<file path="config.mk">
export PLATFORM = sky130hd
export DESIGN_NAME = cec_top
export DESIGN_NICKNAME = d
export VERILOG_FILES = /design/src/verilog/cec_pkg.sv /design/src/verilog/cec_sync_if.sv /design/src/verilog/cec_sync.sv /design/src/verilog/cec_top.sv
export SDC_FILE = /design/constraint.sdc
export NUM_CORES = 1
export LEC_CHECK = 0
export BUFFER_PORTS_ARGS = -buffer_cell sky130_fd_sc_hd__clkbuf_2
export CAP_MARGIN = 10
export CELL_PAD_IN_SITES_DETAIL_PLACEMENT = 1
export CELL_PAD_IN_SITES_GLOBAL_PLACEMENT = 2
export CORE_ASPECT_RATIO = 1.75
export CORE_MARGIN = 2
export CORE_UTILIZATION = 40
export CTS_CLUSTER_SIZE = 10
export DETAILED_ROUTE_END_ITERATION = 16
export GPL_ROUTABILITY_DRIVEN = 0
export HOLD_SLACK_MARGIN = 0.06
export PLACE_DENSITY_LB_ADDON = 0.1
export REMOVE_ABC_BUFFERS = 1
export SETUP_SLACK_MARGIN = 0.02
export SLEW_MARGIN = 20
export SYNTH_ARGS = -nofsm -noshare
export SYNTH_HDL_FRONTEND = slang
export SYNTH_SLANG_ARGS = --single-unit
</file>
<file path="constraint.sdc">
create_clock -name core_clk_i -period 3.2 [get_ports core_clk_i]
set_input_delay 0.32 -clock core_clk_i [delete_from_list [all_inputs] [get_ports core_clk_i]]
set_output_delay 0.32 -clock core_clk_i [all_outputs]
set_load 0.05 [all_outputs]
</file>
<file path="src/verilog/cec_pkg.sv">
// Purpose: constants for the comparator event control block
// Assumes: 16-bit register port, one clock domain
// Notes: register offsets are word indices on the plain register port
package cec_pkg;
	localparam int NUM_CMP = 5;
	localparam int AW = 4;
	// Register offsets
	localparam logic [3:0] OFF_CTRL0 = 4'h0;
	localparam logic [3:0] OFF_IRQ_STAT = 4'h8;
	localparam logic [3:0] OFF_IRQ_MASK = 4'h9;
	// Control register field positions
	localparam int BIT_ENABLE = 15;
	localparam int BIT_PIN_OE = 14;
	localparam int BIT_INVERT = 13;
	localparam int BIT_AMP_EN = 10;
	localparam int BIT_EVENT = 9;
	localparam int BIT_RESULT = 8;
	localparam int BIT_EDGE_HI = 7;
	localparam int BIT_EDGE_LO = 6;
	localparam int BIT_REF_SEL = 4;
	localparam int BIT_CH_HI = 1;
	localparam int BIT_CH_LO = 0;
	// Writable bits; result is read-only, reserved bits read zero
	localparam logic [15:0] CTRL_WMASK = 16'he6d3;
	localparam logic [15:0] CTRL_RESET = 16'h0000;
	// Instances 1,2,3 and 5 have an amplifier; bit n is instance n+1
	localparam logic [4:0] AMP_PRESENT = 5'h17;
	// Edge select codes
	localparam logic [1:0] EDGE_FALL = 2'h2;
	localparam logic [1:0] EDGE_RISE = 2'h1;
endpackage

</file>
<file path="src/verilog/cec_sync_if.sv">
// Purpose: carries synchronised, filtered compare levels from the synchroniser to the core
// Assumes: one bit per instance
// Notes: none
interface cec_sync_if;
	logic [4:0] level;
	modport src(output level);
	modport dst(input level);
endinterface

</file>
<file path="src/verilog/cec_sync.sv">
// Purpose: three-stage synchroniser with agreement filter for compare inputs
// Assumes: inputs are asynchronous analog comparator outputs
// Notes: stage one feeds stage two only
module cec_sync (
	input wire logic core_clk_i,
	input wire logic nrst_i,
	input wire logic [4:0] raw_i,
	cec_sync_if.src sync
);
	logic [4:0] s1_r, s2_r, s3_r, lvl_r;
	logic [4:0] lvl_nxt;

	always_comb begin
		lvl_nxt = lvl_r;
		for (int i = 0; i < 5; i++) begin
			if (s2_r[i] == s3_r[i]) begin
				lvl_nxt[i] = s2_r[i];
			end
		end
	end

	always_ff @(posedge core_clk_i or negedge nrst_i) begin
		if (!nrst_i) begin
			s1_r <= 5'h00;
			s2_r <= 5'h00;
			s3_r <= 5'h00;
			lvl_r <= 5'h00;
		end else begin
			s1_r <= raw_i;
			s2_r <= s1_r;
			s3_r <= s2_r;
			lvl_r <= lvl_nxt;
		end
	end

	assign sync.level = lvl_r;
endmodule

</file>
<file path="src/verilog/cec_top.sv">
// Purpose: control, edge event and output logic for five comparator instances
// Assumes: analog compare results arrive on cmp_raw_i, one per input selection
// Notes: register port has read data one cycle after the read strobe
//
// Summary of operation
// - Five independent instances, each with control register, enable, polarity, event logic.
// - Only instances 1, 2, 3 and 5 offer the amplifier output.
// - Amplifier enable turns on only the amplifier; comparator keeps working.
// - Selected edge sets the event flag; flag blocks triggers and interrupts.
// - Edge code 10 is high-to-low, 01 is low-to-high.
// - An input channel not bonded out reads as ground.
module cec_top (
	input wire logic core_clk_i,
	input wire logic nrst_i,
	input wire logic [3:0] addr_i,
	input wire logic [15:0] wdata_i,
	input wire logic wr_i,
	input wire logic rd_i,
	input wire logic [19:0] cmp_raw_i,
	input wire logic [19:0] chan_bonded_i,
	output logic [15:0] rdata_o,
	output logic [4:0] cmp_out_pin_o,
	output logic [4:0] cmp_enable_o,
	output logic [4:0] amp_enable_o,
	output logic [4:0] ref_select_o,
	output logic [9:0] chan_select_o,
	output logic [4:0] trigger_o,
	output logic irq_o
);
	// ---------------------------------------------------------------
	// Input selection and synchronisation
	// ---------------------------------------------------------------
	cec_sync_if sif();
	logic [4:0] sel_raw;
	logic [15:0] ctrl_r [5];
	logic [15:0] ctrl_nxt [5];

	generate
		for (genvar g = 0; g < 5; g++) begin : g_sel
			logic [1:0] ch;
			assign ch = ctrl_r[g][cec_pkg::BIT_CH_HI:cec_pkg::BIT_CH_LO];
			// Unbonded channels are forced to ground
			assign sel_raw[g] = cmp_raw_i[g*4 + int'(ch)] & chan_bonded_i[g*4 + int'(ch)];
		end
	endgenerate

	cec_sync u_sync (
		.core_clk_i(core_clk_i),
		.nrst_i(nrst_i),
		.raw_i(sel_raw),
		.sync(sif.src)
	);

	// ---------------------------------------------------------------
	// Per-instance state
	// ---------------------------------------------------------------
	logic [4:0] res_r, res_nxt;
	logic [4:0] ev_set;
	logic [4:0] pin_nxt, en_nxt, amp_nxt, ref_nxt, trig_nxt;
	logic [9:0] ch_nxt;
	logic [4:0] stat_r, stat_nxt, mask_r, mask_nxt;
	logic [15:0] rdata_nxt;
	logic irq_nxt;
	logic [4:0] pin_r, en_r, amp_r, ref_r, trig_r;
	logic [9:0] ch_r;
	logic irq_r;

	always_comb begin
		for (int i = 0; i < 5; i++) begin
			logic on;
			logic cur;
			logic [1:0] edge_sel;
			on = ctrl_r[i][cec_pkg::BIT_ENABLE];
			edge_sel = ctrl_r[i][cec_pkg::BIT_EDGE_HI:cec_pkg::BIT_EDGE_LO];
			// Comparator stays live regardless of amplifier enable
			cur = on & (sif.level[i] ^ ctrl_r[i][cec_pkg::BIT_INVERT]);
			res_nxt[i] = cur;
			ev_set[i] = 1'b0;
			// Flag already set blocks any further event
			if (on && !ctrl_r[i][cec_pkg::BIT_EVENT]) begin
				if (edge_sel == cec_pkg::EDGE_FALL && res_r[i] && !cur) begin
					ev_set[i] = 1'b1;
				end else if (edge_sel == cec_pkg::EDGE_RISE && !res_r[i] && cur) begin
					ev_set[i] = 1'b1;
				end
			end
			trig_nxt[i] = ev_set[i];
			pin_nxt[i] = cur & ctrl_r[i][cec_pkg::BIT_PIN_OE];
			en_nxt[i] = on;
			// Amplifier only exists on instances with one
			amp_nxt[i] = cec_pkg::AMP_PRESENT[i] & ctrl_r[i][cec_pkg::BIT_AMP_EN];
			ref_nxt[i] = ctrl_r[i][cec_pkg::BIT_REF_SEL];
			ch_nxt[i*2 +: 2] = ctrl_r[i][cec_pkg::BIT_CH_HI:cec_pkg::BIT_CH_LO];
		end
	end

	// ---------------------------------------------------------------
	// Register port
	// ---------------------------------------------------------------
	always_comb begin
		for (int i = 0; i < 5; i++) begin
			logic [15:0] wm;
			wm = cec_pkg::CTRL_WMASK;
			if (!cec_pkg::AMP_PRESENT[i]) begin
				wm[cec_pkg::BIT_AMP_EN] = 1'b0;
			end
			ctrl_nxt[i] = ctrl_r[i];
			if (wr_i && addr_i == (cec_pkg::OFF_CTRL0 + 4'(i))) begin
				ctrl_nxt[i] = (ctrl_r[i] & ~wm) | (wdata_i & wm);
			end
			ctrl_nxt[i][cec_pkg::BIT_RESULT] = res_nxt[i];
			// Hardware set wins over a software clear in the same cycle
			if (ev_set[i]) begin
				ctrl_nxt[i][cec_pkg::BIT_EVENT] = 1'b1;
			end
		end
		stat_nxt = stat_r;
		mask_nxt = mask_r;
		rdata_nxt = 16'h0000;
		if (rd_i) begin
			if (addr_i < cec_pkg::OFF_CTRL0 + 4'h5) begin
				rdata_nxt = ctrl_r[addr_i[2:0]];
			end else if (addr_i == cec_pkg::OFF_IRQ_STAT) begin
				rdata_nxt = {11'h000, stat_r};
				stat_nxt = 5'h00;
			end else if (addr_i == cec_pkg::OFF_IRQ_MASK) begin
				rdata_nxt = {11'h000, mask_r};
			end
		end
		if (wr_i && addr_i == cec_pkg::OFF_IRQ_MASK) begin
			mask_nxt = wdata_i[4:0];
		end
		stat_nxt = stat_nxt | ev_set;
		irq_nxt = |(stat_nxt & mask_nxt);
	end

	always_ff @(posedge core_clk_i or negedge nrst_i) begin
		if (!nrst_i) begin
			for (int i = 0; i < 5; i++) begin
				ctrl_r[i] <= cec_pkg::CTRL_RESET;
			end
			res_r <= 5'h00;
			stat_r <= 5'h00;
			mask_r <= 5'h00;
			rdata_o <= 16'h0000;
			irq_r <= 1'b0;
			pin_r <= 5'h00;
			en_r <= 5'h00;
			amp_r <= 5'h00;
			ref_r <= 5'h00;
			ch_r <= 10'h000;
			trig_r <= 5'h00;
		end else begin
			for (int i = 0; i < 5; i++) begin
				ctrl_r[i] <= ctrl_nxt[i];
			end
			res_r <= res_nxt;
			stat_r <= stat_nxt;
			mask_r <= mask_nxt;
			rdata_o <= rdata_nxt;
			irq_r <= irq_nxt;
			pin_r <= pin_nxt;
			en_r <= en_nxt;
			amp_r <= amp_nxt;
			ref_r <= ref_nxt;
			ch_r <= ch_nxt;
			trig_r <= trig_nxt;
		end
	end

	assign cmp_out_pin_o = pin_r;
	assign cmp_enable_o = en_r;
	assign amp_enable_o = amp_r;
	assign ref_select_o = ref_r;
	assign chan_select_o = ch_r;
	assign trigger_o = trig_r;
	assign irq_o = irq_r;
endmodule
</file>
Yosys cells after proc, flatten, opt, wreduce, memory -nomap -nowiden
Index checks and enable logic that the tools add are counted.
- output and inout port bits: 52
- register bits: 166
- equality and inequality tests: 21
- add/subtract/negate cells: 4
- muxes and demuxes: 64
- bitwise gates (word level): 28
- reductions and logical operators: 53
- magnitude comparators: 7
- operator list (kind ; number):
    $or 13x16->16 ; 5
    $mux 16 ; 4
    $mux 10 ; 5
    $bmux 16 s3 ; 1
    $bmux 1 s5 ; 8
    $mux 1 ; 38
    $logic_and 1x1->1 ; 31
    $mux 5 ; 6
    $and 1x1->1 ; 15
    $logic_not 1->1 ; 15
    $lt 5x6->1 const B ; 2
    $add 4x2->5 const A ; 2
    $eq 2x1->1 const B ; 5
    $eq 2x2->1 const B ; 5
    $reduce_bool 2->1 ; 5
    $eq 4x2->1 const B ; 2
    $eq 4x4->1 const B ; 2
    $add 5x2->6 const A ; 1
    $lt 2x6->1 const B ; 1
    $lt 4x6->1 const B ; 1
    $lt 6x6->1 const B ; 1
    $and 5x5->5 ; 1
    $eq 1x1->1 ; 5
    $or 5x5->5 ; 1
    10 further kinds ; 15

Logic depth before layout (Yosys ltp)
Gate-level depths: netlist (run 1).
- depth after elaboration: 9
- depth in mapped cells: 8
- gate-level depth less buffers: 5

Cells and area by module
From an unflattened synthesis (run 1), not the netlist that was laid out.
- cells, all modules: 371
- area, all modules: 5232.5 um^2
- by module, submodules not included (module ; cells each ; times used ; sequential area each (um^2) ; area an instance (um^2)):
    cec_top ; 346 ; 1 ; 2827.7 ; 4675.7
    cec_sync ; 25 ; 1 ; 500.5 ; 556.8

Worst setup path before layout (run 1)
Ideal clock, no wire load.
- kind: input port to flip-flop
- from: input port addr_i[0]
- to: register ctrl_r (netlist bit amp_nxt[4])
- cell stages on the path: 7
- arrival time: 1.364 ns
- buffers on the path: 3
- data required time: 3.075 ns
- library setup time: 0.125 ns
- setup slack: 1.711 ns
- cell sequence: buf_6 > nor2_2 > and2_1 > buf_6 > nand3b_4 > buf_6 > mux2_4
- word-level cells in the longest chain between the ends: 2
- RTL lines (what ; line ; source):
    from (decl) ; cec_top.sv:15 ; input wire logic [3:0] addr_i,
    $eq 4x3->1 ; cec_top.sv:108 ; if (wr_i && addr_i == (cec_pkg::OFF_CTRL0 + 4'(i))) begin
    $logic_and 1x1->1 ; cec_top.sv:108 ;
    to (signal, indexed assignment) ; cec_top.sv:140 ; ctrl_r[i] <= cec_pkg::CTRL_RESET;
    to (signal, indexed assignment) ; cec_top.sv:155 ; ctrl_r[i] <= ctrl_nxt[i];
    to (decl) ; cec_top.sv:35 ; logic [15:0] ctrl_r [5];
Every way passes these cells.
A chain may end at the register's enable or synchronous reset.

Worst setup path in the final report (run 1)
- from: register u_sync.lvl_r[4], in the netlist u_sync.sync.level[4]
- to: register irq_r, in the netlist irq_o
- word-level cells in the longest chain between the ends: 9
- elaborated cells between the ends (all ways): 11
- classes of those cells: 3 x mux; 4 x bitwise; 4 x reduce/logical
- RTL lines (what ; line ; source):
    from (decl) ; cec_sync.sv:10 ; logic [4:0] s1_r, s2_r, s3_r, lvl_r;
    from (signal assigned) ; cec_sync.sv:32 ; lvl_r <= lvl_nxt;
    $xor 1x1->1 * ; cec_top.sv:76 ; cur = on & (sif.level[i] ^ ctrl_r[i][cec_pkg::BIT_INVERT]);
    $and 1x1->1 * ; cec_top.sv:76 ;
    $logic_and 1x1->1 / $logic_not 1->1 (equally long branches) ; cec_top.sv:83, cec_top.sv:81 ;
    $mux 1 / $logic_and 1x1->1 (equally long branches) ; cec_top.sv:83, cec_top.sv:81 ;
    $mux 1 * ; cec_top.sv:81 ; if (edge_sel == cec_pkg::EDGE_FALL && res_r[i] && !cur) begin
    $mux 1 * ; cec_top.sv:80 ; if (on && !ctrl_r[i][cec_pkg::BIT_EVENT]) begin
    $or 5x5->5 * ; cec_top.sv:133 ; stat_nxt = stat_nxt | ev_set;
    $and 5x5->5 * ; cec_top.sv:134 ; irq_nxt = |(stat_nxt & mask_nxt);
    $reduce_or 5->1 * ; cec_top.sv:134 ;
    named net irq_nxt ; cec_top.sv:63 ; logic irq_nxt;
    to (signal assigned) ; cec_top.sv:161 ; irq_r <= irq_nxt;
    to (decl) ; cec_top.sv:66 ; logic irq_r;
Mark *: on every way through the listed nets, which the timed path passes. The rest lies on a longest branch.

==> results of run 1 <==
## path summary, 6_finish.rpt
path                                   endpoint  slack (ns)  depth (start not counted)
worst max register to register            irq_o        1.27                          5
worst min-delay path                 ctrl_r[57]        0.14                          2
worst min register to register   u_sync.s2_r[4]        0.35                          0
min in group asynchronous       cmp_enable_o[2]        0.47                          2
worst max-delay path                      irq_o        1.27                          5
max in group asynchronous            ctrl_r[55]        1.90                          3
## layout by cell type (no fill, tap or decap), types with 3 or more instances in the layout
cell type | Yosys | routed
dfrtp_1 | 133 | 133
clkbuf_2 | 0 | 109
mux2_2 | 40 | 40
nor2_1 | 26 | 26
a21oi_1 | 20 | 20
clkbuf_16 | 0 | 17
nand2_1 | 16 | 16
nor2b_1 | 11 | 11
buf_4 | 5 | 11
mux4_2 | 9 | 9
mux2_4 | 9 | 9
and2_1 | 8 | 8
nand2b_1 | 7 | 7
a31oi_1 | 6 | 6
o21ai_0 | 5 | 5
inv_1 | 5 | 5
a311oi_1 | 5 | 5
maj3_1 | 5 | 5
bufinv_16 | 0 | 5
xor2_1 | 4 | 4
nand3_1 | 4 | 4
nor4bb_1 | 4 | 4
and3_1 | 4 | 4
a211o_1 | 4 | 4
nand3b_1 | 3 | 3
mux2i_1 | 3 | 3
nor3_1 | 3 | 3
o22a_1 | 3 | 3
nand4b_1 | 3 | 3
clkbuf_1 | 0 | 3
## logic make-up (layout without fill, tap and decap cells)
family                   after synthesis  in the layout  synth area share
AND/OR/NAND/NOR                      102            102             0.112
other                                  1              2          0.000695
adder cells (fa/ha/maj)                5              5           0.00928
buffers and inverters                 22            160            0.0281
AO/OA/AOI/OAI                         54             54            0.0682
XOR/XNOR                               5              5           0.00812
flip-flops                           133            133             0.617
multiplexers                          62             62             0.157
## sequential cells by signal, summed over array words and instances (netlist names), 5 cells and up
signal	cells
u_sync.s2_r	5
ch_nxt	10
rdata_o	14
cmp_enable_o	5
ctrl_r	36
ref_select_o	5
u_sync.sync.level	5
cmp_out_pin_o	5
mask_r	5
trigger_o	5
chan_select_o	10
u_sync.s1_r	5
u_sync.s3_r	5
stat_r	5
## through the flow
step | std cells | worst slack [ns] | hold slack [ns] | power [mW] | cell area (um2)
final | 697 | 1.27 | 0.140 | 5.79 | 6800
after floorplan | 368 | 1.63 | 0.0244 | 3.22 | 5260
after detailed placement | 664 | 1.02 | 0.336 | 3.70 | 6140
after CTS | 697 | 1.21 | 0.126 | 5.87 | 6800
after global placement | 664 | 1.08 | 0.332 | 3.66 | 6140
after global routing | 697 | 1.15 | 0.130 | 6.07 | 6800
## final cells by class
type / count / area (um2) / area share
sequential: 133 / 3330 / 0.490
clock inverter: 11 / 198 / 0.0291
inverter: 5 / 18.8 / 0.00276
clock buffer: 21 / 450 / 0.0662
timing repair buffer: 123 / 669 / 0.0985
multi-input combinational: 230 / 1920 / 0.282
tap: 174 / 218 / 0.0320
## power breakdown
part	leakage (nW)	switching (mW)	internal, mW
Clock	0.312	0.718	1.41
Sequential	1.67	0.321	2.09
Combinational	1.32	0.754	0.497
## routing by layer
metal | GRT usage | up-vias
met2 | 0.382 | 96
met5 | 0 | -
met1 | 0.216 | 1870
met4 | 0.0711 | 0
li1 | - | 1630
met3 | 0.0538 | 21
## timing repair
action	CTS	global route
endpoints found under the setup margin	0	0
gates resized for setup	0	0
endpoints found under the hold margin	73	0
hold buffers	1	0
==> flow_summary.yaml, run 1 <==
setup_path:
  crit_path_start: "u_sync.sync.level[4]"
  worst_setup_path_end_kind: "register"
  worstPathRequired_ns: 3.47
  critPathLaunchType: "register"
  critical_path.slowest_cell: "o21ai_0"
  max_stage_delay_ns: 0.61
  rr_startpoint: "u_sync.sync.level[4]"
  cp_max_fo: 4
  crit_family: "compound AO/OA/AOI/OAI gates"
  critical_path_class: "reg -> reg"
  cp_cell_sequence: "xnor2_1 -> and4b_1 -> o21ai_0 -> a21bo_1 -> nand4_1"
  cp.arrival_ns: 2.20
  critPathBufInv: 0
clock_network:
  cts_sinks: 133
  post_cts_buffers: 0
  cts-root-buf: "clkbuf_16"
  clkTransAtPathRegs_ns: 0.06
  cts_tree: "yes"
  insertion_delay_ns: 0.41
  numCtsBuffers: 17
  htreeDepth: 4
  ctsLongestPathBuffers: 2
layout:
  drive_gt1_frac: 0.415
  antennaDiodeCount: 0
  num-fill-cells: 1379
  area_growth_pct: 26.1
  utilization: 0.511
  final_nets: 574
logic_synthesis:
  ys_seq_area_frac: 0.617
  yosysMostFrequentCell: "dfrtp_1"
  synth_top_area_frac: 0.617
  mappedNetlistArea_um2: 5390
  synth_edf_count: 0
  synthCells: 384
  postSynthAreaPerCell_um2: 14.0
  yosysTopAreaCell: "dfrtp_1"
  yosysWarnings: 0
  synth-async-reset-ratio: 1.00
  synth_flop_cell: "dfrtp_1"
  synth_commonest_cells: "dfrtp_1, mux2_2, nor2_1, a21oi_1, nand2_1"
  synth_area_leaders: "dfrtp_1, mux2_2, mux4_2"
  ys_ff_latch: 133
  yosys.cell_types.count: 52
floorplan:
  die_h_um: 158
  die-area_um2: 14500
  rows: 56
  start_util: 0.405
  core_um2: 13300
  ios: 116
  die_x_um: 91.8
detailed_routing:
  drc_errors: 0
  wl_met1_mm: 4.90
  firstDrtPassIters: 4
  routed.top_layer: "met4"
  post_drt_wl_per_cell_um: 19.4
  dr.first_iter.drc_count: 122
  routed_via_density: 5.19
  route.met2.wl_mm: 7.84
  routed_wl_mm: 13.6
  vias: 3617
  ant_nets: 0
  wl_met3_um: 507
sta:
  fin_crit_ns: 1.93
  finalSetupViolCount: 0
  rsz0062_at_grt: "no"
  final_max_slew_viol_count: 0
  tns_ns: 0
  max_freq_mhz: 519
  finalHoldViolations: 0
  finClkSkew_ns: 0.00702
  period_share: 0.602
  slew_headroom: 0.488
  worstMarginPinSlew_ns: 0.760
min_path:
  holdCritStartpoint: "wdata_i[9]"
  min-delay-path-class: "in -> reg"
run_status:
  status: "finished, final reports clean"
pwr:
  p_leak_nw: 3.31
  ir_worst_vdd_v: 0.000397
  p_per_area_nw_per_um2: 852
global_routing:
  gr-total-overflow: 0
  grt_use_total: 0.203
  grt_pass1_vias: 3989
  antenna_found_initial: 0
  grt_max_degree: 76
  grt_pass1_wl_mm: 21.6
place:
  dp_hpwl_mm: 9.79
  io_buffers: 110
flow_run:
  drv_cap: 0
No activity file was read; power rests on OpenSTA's default activity.
==> run 2: changes to the inputs <==
--- a/config.mk
+++ b/config.mk
@@ -11,7 +11,7 @@
 export CELL_PAD_IN_SITES_GLOBAL_PLACEMENT = 2
 export CORE_ASPECT_RATIO = 1.75
 export CORE_MARGIN = 2
-export CORE_UTILIZATION = 40
+export CORE_UTILIZATION = 37
 export CTS_CLUSTER_SIZE = 10
 export DETAILED_ROUTE_END_ITERATION = 16
 export GPL_ROUTABILITY_DRIVEN = 0
==> constraint.sdc (replaced) <==
create_clock -name core_clk_i -period 1.9 [get_ports core_clk_i]
set_input_delay 0.19 -clock core_clk_i [delete_from_list [all_inputs] [get_ports core_clk_i]]
set_output_delay 0.19 -clock core_clk_i [all_outputs]
set_load 0.05 [all_outputs]
==> run 2 against run 1 <==
Register-to-register slack worse by 1.0 ns. Critical endpoint unchanged. Global-route usage up 0.14 points. Utilization down 1.9 points. Sequential cell count unchanged. Total power up 74%. Critical path depth up 1. Cell area up 3.4%. Wire length up 5.1%. First-iteration DRC count down 35%. Sequential power up 69%.
==> flow_summary.yaml, run 2 (same netlist as run 1, synthesis figures left out) <==
global_routing:
  grt_pass1_vias: 4156
  grt_pass1_wl_mm: 23.0
  antenna_found_initial: 0
  grt_max_degree: 56
  grt_use_total: 0.204
  gr-total-overflow: 0
pwr:
  p_leak_nw: 3.43
  ir_worst_vdd_v: 0.000601
  p_per_area_nw_per_um2: 1430
floorplan:
  core_um2: 14300
  start_util: 0.377
  rows: 58
  die-area_um2: 15600
  ios: 116
  die_h_um: 164
  die_x_um: 95.3
flow_run:
  drv_cap: 0
layout:
  num-fill-cells: 1528
  top_regs: "ctrl_r (36), rdata_o (14)"
  antennaDiodeCount: 0
  drive_gt1_frac: 0.432
  largest_reg_flops: 36
  layoutNonFillerInstCount: 724
  final_cell_mix: "dfrtp_1, clkbuf_2, mux2_2"
  area_growth_pct: 30.4
  top_register: "ctrl_r"
  mostFrequentLayoutCell: "dfrtp_1"
  fin_area_um2: 7030
  final_nets: 595
place:
  io_buffers: 110
  dp_hpwl_mm: 10.6
  pre_cts_ws_ns: 0.125
  placed_cell_area_um2: 6280
  placed_cells: 686
setup_path:
  worst_setup_path_end_kind: "register"
  cp.arrival_ns: 1.98
  rr_startpoint: "u_sync.sync.level[4]"
  rr_worst_depth: 6
  cp_max_fo: 4
  crit_path_start: "u_sync.sync.level[4]"
  r2r_slack_ns: 0.27
  critical_path_class: "reg -> reg"
  critPathLaunchType: "register"
  max_stage_delay_ns: 0.43
  critical_path.slowest_cell: "dfrtp_1"
  worstPathRequired_ns: 2.24
  cp_cell_sequence: "xnor2_1 -> and4b_1 -> o21ai_0 -> buf_4 -> a21bo_1 -> nand4_1"
  endpoint: "irq_o"
  rr_endpoint: "irq_o"
sta:
  final_max_slew_viol_count: 0
  slew_headroom: 0.655
  finalSetupViolCount: 0
  holdWs_ns: 0.0757
  rsz0062_at_grt: "no"
  finClkSkew_ns: 0.00904
  worstMarginPinSlew_ns: 0.517
  fin_crit_ns: 1.63
  period_share: 0.860
  finalHoldViolations: 0
  max_freq_mhz: 612
  tns_ns: 0
  worst_slack_ns: 0.265
clock_network:
  htreeDepth: 4
  ctsLongestPathBuffers: 2
  cts_sinks: 133
  numCtsBuffers: 17
  cts-root-buf: "clkbuf_16"
  cts_tree: "yes"
  clkTransAtPathRegs_ns: 0.06
  insertion_delay_ns: 0.42
  post_cts_resized: 0
detailed_routing:
  dr.first_iter.drc_count: 79
  post_drt_wl_per_cell_um: 19.7
  firstDrtPassIters: 4
  drc_errors: 0
  vias: 3697
  ant_nets: 0
  routed_wl_mm: 14.2
  routed_via_density: 5.11
run_status:
  status: "finished, final reports clean"
min_path:
  min-delay-path-class: "in -> reg"
-- run 2: metrics by stage --
stage               total power [mW]  utilization
finish                          10.1        0.492
global route                    10.6        0.492
CTS                             10.2        0.492
detailed placement              6.33        0.439
global placement                6.26        0.439
floorplan                       5.43            -
-- run 2: worst min path at each step --
stage / cells after the start / slack [ns] / start / to
2_1_floorplan: 0 / -0.11 / nrst_i / amp_enable_o[0]
3_3_place_gp: 1 / 0.19 / nrst_i / cmp_enable_o[2]
3_5_place_dp: 1 / 0.20 / nrst_i / cmp_out_pin_o[2]
4_1_cts: 3 / 0.06 / cmp_raw_i[5] / u_sync.s1_r[1]
5_1_grt: 2 / 0.08 / wdata_i[14] / ctrl_r[14]
6_report: 3 / 0.08 / cmp_raw_i[1] / u_sync.s1_r[0]
-- run 2: repair_timing --
item | 4_1_cts | 5_1_grt
setup buffers | 0 | 0
setup endpoints to repair | 0 | 0
hold endpoints to repair | 57 | 0
hold buffers | 6 | 0
-- run 2: area by class of cell --
cell class | instances | area (um2) | area share
Sequential cell | 133 | 3330 | 0.473
Multi-Input combinational cell | 230 | 1920 | 0.273
Timing Repair Buffer | 144 | 852 | 0.121
Clock buffer | 21 | 470 | 0.0669
Tap cell | 180 | 225 | 0.0320
Clock inverter | 11 | 221 | 0.0315
Inverter | 5 | 18.8 | 0.00267
-- run 2: routing by layer --
metal / GRT usage / routed length (um)
met2: 0.373 / 8220
met5: 0 / 0
met1: 0.225 / 5220
met3: 0.0408 / 422
met4: 0.0843 / 381
-- run 2: worst max-delay path, delay by kind of cell, from the launching register on --
family	cells	cell delay (ns)
flops	1	0.43
xor+xnor	1	0.35
simple gates	2	0.33
compound gates	2	0.28
buf+inv	1	0.17
-- run 2: report_power, final --
group | switching [mW] | internal, mW | total (mW)
Clock | 1.22 | 2.57 | 3.79
Sequential | 0.554 | 3.52 | 4.08
Combinational | 1.28 | 0.915 | 2.20
Total | 3.06 | 7.01 | 10.1
